## src/logic/cmgd_defines.svh

```systemverilog
// Purpose: constants for the memory glue decoder
// Assumes: 16-bit address space, 8-bit multiplexed low bus
// Notes:   timing counts are in cycles of clk (50 MHz)
`ifndef CMGD_DEFINES_SVH
`define CMGD_DEFINES_SVH

`define CMGD_ADDR_W        16
`define CMGD_DATA_W        8
`define CMGD_ROM_SIZE      17'h08000
`define CMGD_RAM_SIZE      17'h02000
`define CMGD_ROM_BASE_DEF  16'h8000
`define CMGD_RAM_BASE_DEF  16'h2000
`define CMGD_SYNC_STAGES   3
`define CMGD_STRAP_SETTLE  3'h4
`define CMGD_MODE_SUPPORT  1'b1

`endif

```

## src/logic/cmgd_pkg.sv

```systemverilog
// Purpose: types for the memory glue decoder
// Assumes: cmgd_defines.svh holds the numbers
// Notes:   none
`include "cmgd_defines.svh"

package cmgd_pkg;

   typedef logic [`CMGD_ADDR_W-1:0] cmgd_addr_t;
   typedef logic [`CMGD_DATA_W-1:0] cmgd_byte_t;

   // bus pins from the microcontroller
   typedef struct packed {
      logic       bus_clk;
      logic       rd_nwr;
      logic       addr_latch_strobe;
      cmgd_byte_t hi_addr;
   } cmgd_bus_s;

   // memory strobes, all active low
   typedef struct packed {
      logic mem_oe_n;
      logic rom_ce_n;
      logic ram_ce_n;
      logic ram_we_n;
   } cmgd_sel_s;

   typedef enum logic [1:0] {
      CMGD_REG_NONE = 2'b00,
      CMGD_REG_ROM  = 2'b01,
      CMGD_REG_RAM  = 2'b10
   } cmgd_region_e;

endpackage : cmgd_pkg

```

## src/logic/cmgd_glue.sv

```systemverilog
// Purpose: address latch and memory select decoder for the support chip
// Assumes: bus pins asynchronous to clk; clk much faster than bus clock
// Notes:   strobes lag the pins by the synchroniser delay plus one output register
// Function
// - a strap chooses support personality (high) or I/O personality (low).
// - every transfer is qualified by the microcontroller's bus clock.
// - the low address byte is on the shared lines while the strobe is high and is latched by it.
// - the latched byte drives the low address lines for the rest of the cycle.
// - all sixteen address bits are decoded so no location maps to more than one select.
// - memory output enable is low while bus clock and read-not-write are both high.
// - program chip enable is low when the address is in the program region.
// - SRAM chip enable is low when the address is in the SRAM region.
// - SRAM write enable is low while bus clock is high and read-not-write low.
// - the program region spans 32 K bytes and the SRAM region 8 K bytes.
`include "cmgd_defines.svh"
`timescale 1ns/1ps
`default_nettype none

module cmgd_glue #(
   parameter logic [15:0] ROM_BASE = `CMGD_ROM_BASE_DEF,
   parameter logic [15:0] RAM_BASE = `CMGD_RAM_BASE_DEF
) (
   // clock and reset
   input  wire logic                 clk,
   input  wire logic                 sys_rst,
   // personality strap
   input  wire logic                 mode_strap,
   // microcontroller bus
   input  wire cmgd_pkg::cmgd_bus_s  bus_in,
   input  wire cmgd_pkg::cmgd_byte_t ad_in,
   // memory side
   output logic [7:0]                lo_addr,
   output cmgd_pkg::cmgd_sel_s       sel_out,
   output logic                      support_mode
);
   import cmgd_pkg::*;

   localparam int SW = 4 + `CMGD_DATA_W + `CMGD_DATA_W;

   logic [SW-1:0] pins_sync;
   logic          strap_e, clk_e, rnw_e, als_e;
   cmgd_byte_t    hi_e, ad_e;

   cmgd_sync #(.W(SW)) u_sync (
      .clk       (clk),
      .sys_rst   (sys_rst),
      .pin_in    ({mode_strap, bus_in.bus_clk, bus_in.rd_nwr, bus_in.addr_latch_strobe, bus_in.hi_addr, ad_in}),
      .level_out (pins_sync)
   );

   assign {strap_e, clk_e, rnw_e, als_e, hi_e, ad_e} = pins_sync;

   // strap is a pin too: caught once, only after the synchroniser has settled
   logic [2:0] settle_q, settle_d;
   logic       strap_seen_q, strap_seen_d;
   logic       mode_q, mode_d;

   always_comb
   begin
      settle_d     = settle_q;
      strap_seen_d = strap_seen_q;
      mode_d       = mode_q;
      if (!strap_seen_q)
      begin
         if (settle_q == `CMGD_STRAP_SETTLE)
         begin
            strap_seen_d = 1'b1;
            mode_d       = strap_e;
         end
         else
            settle_d = settle_q + 3'h1;
      end
   end

   always_ff @(posedge clk or posedge sys_rst)
   begin
      if (sys_rst)
      begin
         settle_q     <= 3'h0;
         strap_seen_q <= 1'b0;
         mode_q       <= 1'b0;
      end
      else
      begin
         settle_q     <= settle_d;
         strap_seen_q <= strap_seen_d;
         mode_q       <= mode_d;
      end
   end

   wire logic active = strap_seen_q & (mode_q == `CMGD_MODE_SUPPORT);

   // address latch: transparent while strobe high, holds after
   cmgd_byte_t lo_q, lo_d;

   always_comb
   begin
      lo_d = lo_q;
      if (!active)
         lo_d = 8'h00;
      else if (als_e)
         lo_d = ad_e;
   end

   always_ff @(posedge clk or posedge sys_rst)
   begin
      if (sys_rst)
         lo_q <= 8'h00;
      else
         lo_q <= lo_d;
   end

   // decode
   cmgd_addr_t   full_addr;
   cmgd_region_e region;
   logic [16:0]  rom_off, ram_off;

   always_comb
   begin
      full_addr = {hi_e, lo_q};
      rom_off   = {1'b0, full_addr} - {1'b0, ROM_BASE};
      ram_off   = {1'b0, full_addr} - {1'b0, RAM_BASE};
      // rom checked first, so overlapping bases never give two selects
      if (!rom_off[16] && rom_off < `CMGD_ROM_SIZE)
         region = CMGD_REG_ROM;
      else if (!ram_off[16] && ram_off < `CMGD_RAM_SIZE)
         region = CMGD_REG_RAM;
      else
         region = CMGD_REG_NONE;
   end

   cmgd_sel_s sel_q, sel_d;

   always_comb
   begin
      sel_d = '{mem_oe_n: 1'b1, rom_ce_n: 1'b1, ram_ce_n: 1'b1, ram_we_n: 1'b1};
      if (active)
      begin
         case (region)
            CMGD_REG_ROM:  sel_d.rom_ce_n = 1'b0;
            CMGD_REG_RAM:  sel_d.ram_ce_n = 1'b0;
            CMGD_REG_NONE: sel_d.rom_ce_n = 1'b1;
            default:       sel_d.ram_ce_n = 1'b1;
         endcase
         sel_d.mem_oe_n = ~(clk_e & rnw_e);
         sel_d.ram_we_n = ~(clk_e & ~rnw_e);
      end
   end

   always_ff @(posedge clk or posedge sys_rst)
   begin
      if (sys_rst)
         sel_q <= '{mem_oe_n: 1'b1, rom_ce_n: 1'b1, ram_ce_n: 1'b1, ram_we_n: 1'b1};
      else
         sel_q <= sel_d;
   end

   assign sel_out      = sel_q;
   assign lo_addr      = lo_q;
   assign support_mode = active;

endmodule : cmgd_glue

`default_nettype wire

```

## src/logic/cmgd_sync.sv

```systemverilog
// Purpose: three-stage pin synchroniser with agreement filter
// Assumes: inputs asynchronous to clk
// Notes:   stage one is read only by stage two
`include "cmgd_defines.svh"
`timescale 1ns/1ps
`default_nettype none

module cmgd_sync #(
   parameter int W = 1
) (
   // clock and reset
   input  wire logic         clk,
   input  wire logic         sys_rst,
   // pins in, filtered level out
   input  wire logic [W-1:0] pin_in,
   output logic      [W-1:0] level_out
);

   logic [W-1:0] s1_q, s2_q, s3_q, lvl_q;
   logic [W-1:0] s1_d, s2_d, s3_d, lvl_d;

   genvar g;
   generate
      for (g = 0; g < W; g++)
      begin : g_bit
         // a change counts only once stages two and three agree
         always_comb
         begin
            s1_d[g]  = pin_in[g];
            s2_d[g]  = s1_q[g];
            s3_d[g]  = s2_q[g];
            lvl_d[g] = (s2_q[g] == s3_q[g]) ? s3_q[g] : lvl_q[g];
         end
      end
   endgenerate

   always_ff @(posedge clk or posedge sys_rst)
   begin
      if (sys_rst)
      begin
         s1_q  <= '0;
         s2_q  <= '0;
         s3_q  <= '0;
         lvl_q <= '0;
      end
      else
      begin
         s1_q  <= s1_d;
         s2_q  <= s2_d;
         s3_q  <= s3_d;
         lvl_q <= lvl_d;
      end
   end

   assign level_out = lvl_q;

endmodule : cmgd_sync

`default_nettype wire

```

## config.mk

```make
export PLATFORM = sky130hd
export DESIGN_NAME = cmgd_glue
export DESIGN_NICKNAME = d
export VERILOG_FILES = /design/src/logic/cmgd_pkg.sv /design/src/logic/cmgd_glue.sv /design/src/logic/cmgd_sync.sv
export VERILOG_INCLUDE_DIRS = /design/src /design/src/logic
export SDC_FILE = /design/constraint.sdc
export NUM_CORES = 1
export LEC_CHECK = 0
export BUFFER_PORTS_ARGS = -buffer_cell sky130_fd_sc_hd__buf_2
export CAP_MARGIN = 20
export CORE_MARGIN = 5
export CORE_UTILIZATION = 40
export CTS_CLUSTER_SIZE = 30
export DETAILED_ROUTE_END_ITERATION = 10
export SYNTH_ARGS = -nofsm -noshare
export SYNTH_HDL_FRONTEND = slang
export SYNTH_SLANG_ARGS = --single-unit
```

## constraint.sdc

```tcl
create_clock -name clk -period 2.2 [get_ports clk]
set_input_delay 0.33 -clock clk [delete_from_list [all_inputs] [get_ports clk]]
set_output_delay 0.33 -clock clk [all_outputs]
set_load 0.02 [all_outputs]
```

==> summary.txt, run 1 <==
Status
  • Outcome: finished clean

Clocking
  • Num CTS Buffers: 9
  • CTS H-tree lvls: 3
  • CTS hold repair buffers: 0
  • CTS tree: done
  • PostCTS Resize Cnt: 0
  • Clock Root Buffer: clkbuf_8
  • Clock Latency Late Sink: 340 ps
  • Max Root-Sink Buffers: 2
  • Clk slew on worst S/H paths: roughly 80 ps
  • Post-CTS Setup Repair Bufs: 0
  • Clock sinks: slightly below 80

STA
  • Final Max Tran Viols: 0
  • Max Freq: 0.620 GHz
  • Post-route setup slack: roughly 590 ps
  • Max-slew headroom: 64.6%
  • RSZ-0062 raised after global routing: false
  • Actual slew at the worst max-slew pin: 531 ps
  • Final Critical Period: ~1600 ps
  • Final count of negative-setup-slack endpoints: 0
  • Final worst-path cycle share: between 70% and 80%
  • Worst hold slack: 27.4 ps
  • Worst clock skew: ~9 ps
  • Final hold violations: 0
  • Setup TNS Final: 0 ps

Yosys
  • Register area share after synthesis: 82.1%
  • Post-Syn Instances: 130
  • Mapped Area: 2350 um^2
  • Synthesized flop and latch total: a little under 80
  • Synth unique cells: 18
  • Mapped Nets: around 150
  • Avg Inst Size Synth: ~18 um^2
  • Synth Warn #: 0

Place
  • Placer congestion estimate: 0.679
  • Pre-CTS WS: 838 ps
  • Number of port buffers: 29
  • Final HPWL DP: about 2200 um

Setup path
  • Critical path data required time: 1870 ps
  • Buf/Inv on CP: 2
  • Critical path class: reg -> out
  • CP max-delay cell: dfrtp_1
  • Worst path max stage delay: 400 ps
  • CP Max Fanout: 9
  • Critical path, cell by cell: nand2_2 > inv_1 > buf_2
  • Top delay family on crit path: flip-flops
  • CP Capture Type: output pin
  • Worst setup SP type: flop
  • Signal arrival time at the worst endpoint: approximately 1300 ps

Die
  • Die ar.: roughly 7500 um^2
  • Row cnt: 28
  • Core area: 5820 um^2
  • Die span in y: 86.7 um
  • Initial core utilization: 40.5%
  • IO Pins: 35
  • DIE WIDTH: between 80 and 90 um

Route
  • Routed Antenna Nets: 0
  • Via density per instance: ~4.4
  • Top Layer Used: met4
  • Met2 WL post-DR: 1480 um
  • DR iter-0 viols: 44
  • WL final: 3280 um
  • DRT Pass-1 Iters: 3
  • Routed wl met3: between 150 and 200 um
  • M1 WL: 1570 um
  • Routed vias: roughly 1100
  • WL per Instance: 13.1 um
  • DRC: 0

Power and ir drop
  • Sw Share: about a fifth
  • Cell Int Power: around 2.4 mW
  • Pwr per Cell Area: between 1000 and 1500 nW/um^2
  • Pleak: 1.31 nW
  • Comb power frac: roughly 4.8%
  • Peak VDD IR: between 0.4 and 0.5 mV
  • Sw Pwr: a little over 600 uW
  • Sequential share of power: a little over half
  • Clock share of power: between 40% and 50%

Global route
  • First-pass GRT wire length: ~5600 um
  • GRT Resource Usage Total: about a tenth
  • Largest net degree at the start of global routing: 33
  • Initial antenna violation count: 0
  • Vias in the first global route: between 1000 and 1500
  • Gr ovfl total: 0

Cells and area
  • Multi-input gate area: 392 um^2
  • Share of cells above drive strength 1: a little under a third
  • Nets: roughly 200
  • N_diodes: 0
  • Fillers: about 530
  • Final cell utilization of the core: around 50%
  • Register area: ~1900 um^2
  • Layout area overhead: 21.6%

Run
  • Max Cap Viol: 0

Min path
  • Hold crit path type: in -> async
stage by stage:
step / power, mW / std cells / cell area (um^2)
floorplan: 1.67 / 130 / 2360
global placement: 1.72 / 235 / 2610
detailed placement: 1.73 / 235 / 2610
CTS: 3.01 / 251 / 2860
global route: 3.09 / 251 / 2860
finish: 2.97 / 251 / 2860
registers in the layout (all words and copies together) (netlist names):
name and flops:
u_sync.level_out 15, u_sync.s1_q 15, u_sync.s2_q 15, u_sync.s3_q 15, lo_addr 8, sel_out 4
settle_q 3, mode_q 1, strap_seen_q 1
cells in the mapped netlist:
cell type   n  area [um^2]
nor2b_1     1         6.26
buf_6       1         11.3
dfstp_2     4          105
a21oi_2     1         8.76
mux2i_1     8         80.1
ha_1        2         25.0
nand2b_1    1         6.26
dfrtp_1    73         1830
nand2_2     1         6.26
mux2_4      1         15.0
nand3b_1    2         15.0
nor2_1      9         33.8
xnor2_1     1         8.76
nand2_1     1         3.75
inv_1       5         18.8
mux2_2      2         22.5
nand3_1     2         10.0
maj3_1     15          150
cell type report:
type	count	area share [%]
Clock inverter	5	3.76
Timing Repair Buffer	31	6.03
Sequential cell	77	67.5
Inverter	5	0.787
Multi-Input combinational cell	47	13.7
Clock buffer	11	4.94
Tap cell	75	3.28
placed cells by master, fill, tap and decap left out:
master      synthesis  layout
clkinv_4            0       2
clkinvlp_4          0       1
nor2_1              9       9
clkbuf_8            0      10
nand2_2             1       1
buf_4               0       1
nor2b_1             1       1
ha_1                2       2
maj3_1             15      15
dfrtp_1            73      73
nand2_1             1       1
buf_2               0      29
mux2_4              1       1
dfstp_2             4       4
xnor2_1             1       1
clkbuf_1            0       1
inv_1               5       4
mux2i_1             8       8
nand3_1             2       2
buf_12              0       1
nand3b_1            2       2
bufinv_16           0       3
a21oi_2             1       1
mux2_2              2       2
nand2b_1            1       1
final timing paths:
| kind | startpoint | endpoint | slack, ps | cells past startpoint |
|---|---|---|---|---|
| min | sys_rst | u_sync.s3_q[17]$_DFF_PP0_ | 30 | 2 |
| max reg2reg | settle_q[0]$_DFFE_PP0P_ | settle_q[1]$_DFFE_PP0P_ | 840 | 4 |
| min in group clk | bus_in[10] | u_sync.s1_q[18]$_DFF_PP0_ | 90 | 1 |
| max in group asynchronous | sys_rst | u_sync.s2_q[1]$_DFF_PP0_ | 1530 | 3 |
| max | strap_seen_q$_DFF_PP0_ | support_mode | 590 | 3 |
| min reg2reg | u_sync.s1_q[17]$_DFF_PP0_ | u_sync.s2_q[17]$_DFF_PP0_ | 350 | 0 |
routing by layer:
layer / vias to the layer above / GRT usage [%]
li1: 506 / -
met1: 563 / 13.8
met2: 29 / 13.5
met3: 6 / 4.37
met4: 0 / 6.37
met5: - / 0
cell families (layout without fill, tap and decap cells):
logic type / after synthesis / in the layout / synth area share (%)
AO/OA/AOI/OAI: 1 / 1 / 0.372
XOR/XNOR: 1 / 1 / 0.372
adder cells (fa/ha/maj): 17 / 17 / 7.44
buffers and inverters: 6 / 52 / 1.28
flip-flops: 77 / 77 / 82.1
multiplexers: 11 / 11 / 5.00
AND/OR/NAND/NOR: 17 / 17 / 3.46
power groups by stage:
stage | Clock, mW | Combinational (mW) | Sequential [mW]
3_3_place_gp | 0 | 0.143 | 1.58
3_5_place_dp | 0 | 0.148 | 1.58
4_1_cts | 1.31 | 0.149 | 1.55
5_1_grt | 1.37 | 0.162 | 1.56
2_1_floorplan | 0 | 0.0844 | 1.58
6_report | 1.27 | 0.143 | 1.55
(Power assumes the default switching activity.)
==> inputs of run 2 (changes only) <==
==> constraint.sdc (replaced) <==
create_clock -name clk -period 1.55 [get_ports clk]
set_input_delay 0.2325 -clock clk [delete_from_list [all_inputs] [get_ports clk]]
set_output_delay 0.2325 -clock clk [all_outputs]
set_load 0.02 [all_outputs]
==> summary.txt, run 2 (synthesized netlist as in run 1, its figures left out) <==
Status
  • Outcome: finished clean

Setup path
  • Reg2Reg Capture Point: settle_q[1]$_DFFE_PP0P_
  • Critical path, cell by cell: nand2_4 > inv_2 > buf_2
  • CP Capture Type: output pin
  • Critical path data required time: 1320 ps (-550 ps)
  • CP Max Fanout: 9 (unchanged)
  • R2R depth: 4 (unchanged)
  • Signal arrival time at the worst endpoint: 1170 ps (-110 ps)
  • Worst path max stage delay: 440 ps (+40 ps)
  • R2R Path Start: settle_q[0]$_DFFE_PP0P_
  • Buf/Inv on CP: 2 (unchanged)
  • Worst setup SP type: flop
  • CP max-delay cell: dfrtp_2
  • Critical path class: reg -> out
  • Top delay family on crit path: flip-flops
  • R2r setup slk: 210 ps (-630 ps)

Power and ir drop
  • Peak VDD IR: 0.707 mV (+43%)
  • Pwr per Cell Area: 1320 nW/um^2 (+28%)
  • Pleak: 1.35 nW (+2.6%)

Cells and area
  • Fillers: 518 (-1.3%)
  • N_diodes: 0 (unchanged)
  • Final cell utilization of the core: 51.2% (+2.0 points)
  • Most frequent cells in the layout: dfrtp_1 (72), buf_2 (29), dlygate4sd3_1 (16), maj3_1 (15)
  • Share of cells above drive strength 1: 30.4% (-1.5 points)
  • Commonest non-fill, non-tap cell in the layout: dfrtp_1
  • Layout area overhead: 26.4%
  • Nets: 210 (+7.7%)

Global route
  • Vias in the first global route: 1342 (+12%)
  • Initial antenna violation count: 0 (unchanged)
  • GRT Resource Usage Total: 11.2% (+0.94 points)
  • Gr ovfl total: 0 (unchanged)
  • Largest net degree at the start of global routing: 78 (+140%)
  • First-pass GRT wire length: 6300 um (+12%)

STA
  • Final worst-path cycle share: 90.4%
  • Post-route setup slack: 149 ps (-437 ps)
  • Final Max Tran Viols: 0 (unchanged)
  • Setup TNS Final: 0 ps (unchanged)
  • Actual slew at the worst max-slew pin: 496 ps (-34.6 ps)
  • Final count of negative-setup-slack endpoints: 0 (unchanged)
  • Final Critical Period: 1400 ps
  • RSZ-0062 raised after global routing: false
  • Worst clock skew: 8.58 ps (-0.647 ps)
  • Max Freq: between 0.7 and 0.8 GHz
  • Max-slew headroom: 66.9% (+2.4 points)
  • Final hold violations: 0 (unchanged)

Die
  • IO Pins: 35 (unchanged)
  • Die ar.: 7520 um^2 (unchanged)
  • DIE WIDTH: 86.7 um (unchanged)
  • Die span in y: 86.7 um (unchanged)
  • Row cnt: 28 (unchanged)
  • Core area: 5820 um^2 (unchanged)
  • Initial core utilization: 40.5% (unchanged)

Route
  • M1 WL: 1570 um (-0.45%)
  • DRT Pass-1 Iters: 4 (+1)
  • Top Layer Used: met4
  • Routed vias: 1168 (+5.8%)
  • Routed Antenna Nets: 0 (unchanged)
  • Routed wl met3: 202 um (+18%)
  • WL final: 3420 um (+4.3%)
  • Met2 WL post-DR: 1590 um (+7.6%)
  • DR iter-0 viols: 50 (+14%)
  • WL per Instance: 12.9 um (-1.6%)
  • DRC: 0 (unchanged)
  • Via density per instance: 4.39 (-0.17%)

Place
  • Number of port buffers: 29 (unchanged)
  • Pre-CTS WS: 193 ps (-645 ps)
  • Final HPWL DP: 2100 um (-2.7%)
  • Placer congestion estimate: 0.687 (+1.2%)

Clocking
  • Clock Latency Late Sink: 340 ps (about the same)
  • Num CTS Buffers: 9 (unchanged)
  • Max Root-Sink Buffers: 2 (unchanged)
  • CTS H-tree lvls: 3 (unchanged)
  • Clock Root Buffer: clkbuf_8
  • Clock sinks: 77 (unchanged)
  • CTS tree: done
  • Post-CTS Setup Repair Bufs: 0 (unchanged)
  • Clk slew on worst S/H paths: 80 ps (about the same)

Min path
  • Hold crit path type: reg -> reg
  • WHS Path Cells: 0
  • Hold_sp: u_sync.s1_q[13]$_DFF_PP0_
  • WHS Endpoint: u_sync.s2_q[13]$_DFF_PP0_

Run
  • Max Cap Viol: 0 (unchanged)
run 2: changes by cell type in the layout (fill, tap and decap cells not counted), moves of 2 or more:
| cell | delta |
|---|---|
| clkinvlp_4 | +2 |
| dlygate4sd3_1 | +16 |
| inv_6 | +3 |
| bufinv_16 | -2 |
run 2: final cells by class:
class                      count  area (um^2)  share of cell area (%)
clock buffer                   9          124                    4.16
clock inverter                 7         80.1                    2.69
inverter                       5         22.5                   0.757
multi-input combinational     47          397                    13.3
sequential                    77         1930                    65.0
tap                           75         93.8                    3.15
timing repair buffer          46          325                    10.9
run 2: worst max-delay path by stage:
stage | from | to | slack (ps) | depth (start not counted)
after floorplan | settle_q[0]$_DFFE_PP0P_ | settle_q[1]$_DFFE_PP0P_ | 300 | 4
after global placement | settle_q[0]$_DFFE_PP0P_ | settle_q[1]$_DFFE_PP0P_ | 280 | 4
after detailed placement | settle_q[0]$_DFFE_PP0P_ | settle_q[1]$_DFFE_PP0P_ | 190 | 4
after CTS | strap_seen_q$_DFF_PP0_ | support_mode | 30 | 3
after global routing | strap_seen_q$_DFF_PP0_ | support_mode | 60 | 3
final | strap_seen_q$_DFF_PP0_ | support_mode | 150 | 3
run 2: report_power, final:
part / switching (mW) / leakage, nW / internal, mW
logic: 0.120 / 0.342 / 0.115
clock network: 0.740 / 0.0968 / 0.762
registers: 0.0700 / 0.907 / 2.13
total: 0.930 / 1.35 / 3.01
run 2: worst reg2reg max path, delay by kind of cell (launching register included):
| kind | cells | cell delay [ps] |
|---|---|---|
| flip-flops | 1 | 360 |
| buffers and inverters | 1 | 70 |
| multiplexers | 1 | 360 |
| AO/OA/AOI/OAI | 1 | 220 |
| adder cells (fa/ha/maj) | 1 | 240 |
run 2: repair_timing:
item,in CTS,in global routing
endpoints found under the setup margin,1,1
resized for setup,1,2
hold endpoints to repair,27,0
hold buffers,16,0
run 2: through the flow:
step                      hold slack [ps]  cell area (um^2)  std cells  total power, mW
after floorplan                       264              2360        130             2.36
after global placement                333              2610        234             2.44
after detailed placement              335              2610        234             2.45
after CTS                             354              2970        266             4.01
after global routing                  360              2980        266             4.14
final                                 348              2980        266             3.94
run 2: routing by layer:
metal | track usage, % | vias to the layer above
li1 | - | 536
met1 | 14.0 | 597
met2 | 16.3 | 28
met3 | 4.56 | 7
met4 | 6.23 | 0
met5 | 0 | -
==> inputs of run 3 (changes only) <==
--- a/config.mk
+++ b/config.mk
@@ -12,6 +12,7 @@
 export CORE_UTILIZATION = 40
 export CTS_CLUSTER_SIZE = 30
 export DETAILED_ROUTE_END_ITERATION = 10
+export REMOVE_ABC_BUFFERS = 1
 export SYNTH_ARGS = -nofsm -noshare
 export SYNTH_HDL_FRONTEND = slang
 export SYNTH_SLANG_ARGS = --single-unit
==> summary.txt, run 3 (synthesized netlist as in run 1, its figures left out) <==
Global route
  • GRT Resource Usage Total: 11.1% (-0.11 points)
  • First-pass GRT wire length: 6110 um (-3.1%)
  • Largest net degree at the start of global routing: 78 (unchanged)
  • Initial antenna violation count: 0 (unchanged)
  • Vias in the first global route: 1281 (-4.5%)
  • Gr ovfl total: 0 (unchanged)

Route
  • DRT Pass-1 Iters: 2 (-2)
  • Via density per instance: 4.32 (-1.7%)
  • WL final: 3380 um (-1.2%)
  • DR iter-0 viols: 29 (-42%)
  • Routed Antenna Nets: 0 (unchanged)
  • WL per Instance: 12.7 um (-1.2%)
  • Routed vias: 1148 (-1.7%)
  • DRC: 0 (unchanged)

Setup path
  • Signal arrival time at the worst endpoint: 1180 ps (about the same)
  • CP Capture Type: output pin
  • Critical path data required time: 1320 ps (about the same)
  • Critical path, cell by cell: nand2_4 > inv_2 > buf_2
  • Critical Path Source: strap_seen_q$_DFF_PP0_
  • CP Max Fanout: 9 (unchanged)
  • Worst setup SP type: flop
  • Critical path class: reg -> out
  • R2R Path Start: settle_q[0]$_DFFE_PP0P_
  • CP max-delay cell: dfrtp_1
  • Worst path max stage delay: 430 ps (about the same)

STA
  • Final hold violations: 0 (unchanged)
  • Final Critical Period: 1410 ps (+6.83 ps)
  • Final Max Tran Viols: 0 (unchanged)
  • Worst clock skew: 6.32 ps (-2.26 ps)
  • Post-route setup slack: 142 ps (-6.83 ps)
  • Setup TNS Final: 0 ps (unchanged)
  • RSZ-0062 raised after global routing: false
  • Max Freq: 0.710 GHz (-0.49%)
  • Final count of negative-setup-slack endpoints: 0 (unchanged)
  • Actual slew at the worst max-slew pin: 457 ps (-39.1 ps)
  • Final worst-path cycle share: 90.8% (+0.44 points)
  • Max-slew headroom: 69.5% (+2.6 points)

Place
  • Placer congestion estimate: 0.701 (+2.0%)
  • Pre-CTS WS: 176 ps (-17.0 ps)
  • Number of port buffers: 29 (unchanged)
  • Final HPWL DP: 2190 um (+4.6%)

Die
  • Initial core utilization: 40.5% (unchanged)
  • Row cnt: 28 (unchanged)
  • IO Pins: 35 (unchanged)
  • Core area: 5820 um^2 (unchanged)
  • Die ar.: 7520 um^2 (unchanged)
  • Die span in y: 86.7 um (unchanged)
  • DIE WIDTH: 86.7 um (unchanged)

Power and ir drop
  • Pwr per Cell Area: 1310 nW/um^2 (-1.4%)
  • Pleak: 1.35 nW (+0.29%)
  • Peak VDD IR: 0.851 mV (+20%)

Clocking
  • CTS H-tree lvls: 3 (unchanged)
  • Clock sinks: 77 (unchanged)
  • Clk slew on worst S/H paths: 70 ps (about the same)
  • CTS tree: done
  • Clock Latency Late Sink: 330 ps (about the same)
  • Clock Root Buffer: clkbuf_8
  • Num CTS Buffers: 9 (unchanged)
  • Max Root-Sink Buffers: 2 (unchanged)

Status
  • Outcome: finished clean

Cells and area
  • Share of cells above drive strength 1: 28.8% (-1.6 points)
  • Layout area overhead: 25.7%
  • Register area: 1930 um^2 (about the same)
  • Multi-input gate area: 397 um^2 (unchanged)
  • Fillers: 531 (+2.5%)
  • Commonest non-fill, non-tap cell in the layout: dfrtp_1
  • Nets: 210 (unchanged)
  • N_diodes: 0 (unchanged)
  • Most frequent cells in the layout: dfrtp_1 (73), buf_2 (29), dlygate4sd3_1 (16), maj3_1 (15), clkbuf_8 (10)

Min path
  • Hold_sp: u_sync.s1_q[3]$_DFF_PP0_
  • Hold crit path type: reg -> reg

Run
  • Max Cap Viol: 0 (unchanged)
## run 3: cell count changes in the layout (fill, tap and decap cells not counted), sizes merged
cell	previous run	this run
clkbuf	9	12
clkinvlp	3	1
clkinv	1	2
inv	7	5
## run 3: power by group
part	total, mW	switching (mW)	internal, mW	leakage, nW
sequential	2.21	0.0713	2.14	0.908
combinational	0.231	0.116	0.115	0.346
clock	1.43	0.642	0.783	0.0964
## run 3: layer usage
layer  global-route usage (%)  up-vias  routed length, um
li1                         -      538                  -
met1                     13.1      571               1520
met2                     16.1       33               1580
met3                     5.61        6                233
met5                        0        -                  0
met4                     6.52        0                 50
## run 3: critical path, delay by kind of cell, from the launching register on
kind,cells,cell delay [ps]
buf+inv,2,290
flops,1,430
simple gates,1,120
## run 3: final timing paths
kind	endpoint	slack (ps)	cells after the start
max	support_mode	140	3
min	u_sync.s2_q[3]$_DFF_PP0_	350	0
max reg2reg	settle_q[1]$_DFFE_PP0P_	180	4
min reg2reg	u_sync.s2_q[3]$_DFF_PP0_	350	0
max in group asynchronous	sel_out[0]$_DFF_PP1_	700	4
min in group asynchronous	u_sync.s2_q[19]$_DFF_PP0_	520	4
## run 3: what timing repair did
item / in CTS / in global routing
buffers inserted: 0 / 0
gates resized for setup: 1 / 1
cloned: 0 / 0
setup endpoints to repair: 1 / 1
endpoints found under the hold margin: 88 / 0
hold buffers: 16 / 0
## run 3: metrics by stage
stage	utilization, %	std cells	total power, mW	hold WS (ps)	cell area [um^2]
after global routing	50.9	266	4.06	357	2960
after detailed placement	44.7	234	2.45	336	2600
after CTS	50.8	266	3.93	352	2950
final	50.9	266	3.86	348	2960
after floorplan	-	129	2.36	264	2340
after global placement	44.7	234	2.44	332	2600
## run 3: final cells by class
type                       instances  area share (%)
clock buffer                      12            4.90
timing repair buffer              46            11.0
clock inverter                     4            1.61
inverter                           5           0.634
sequential                        77            65.3
multi-input combinational         47            13.4
tap                               75            3.17
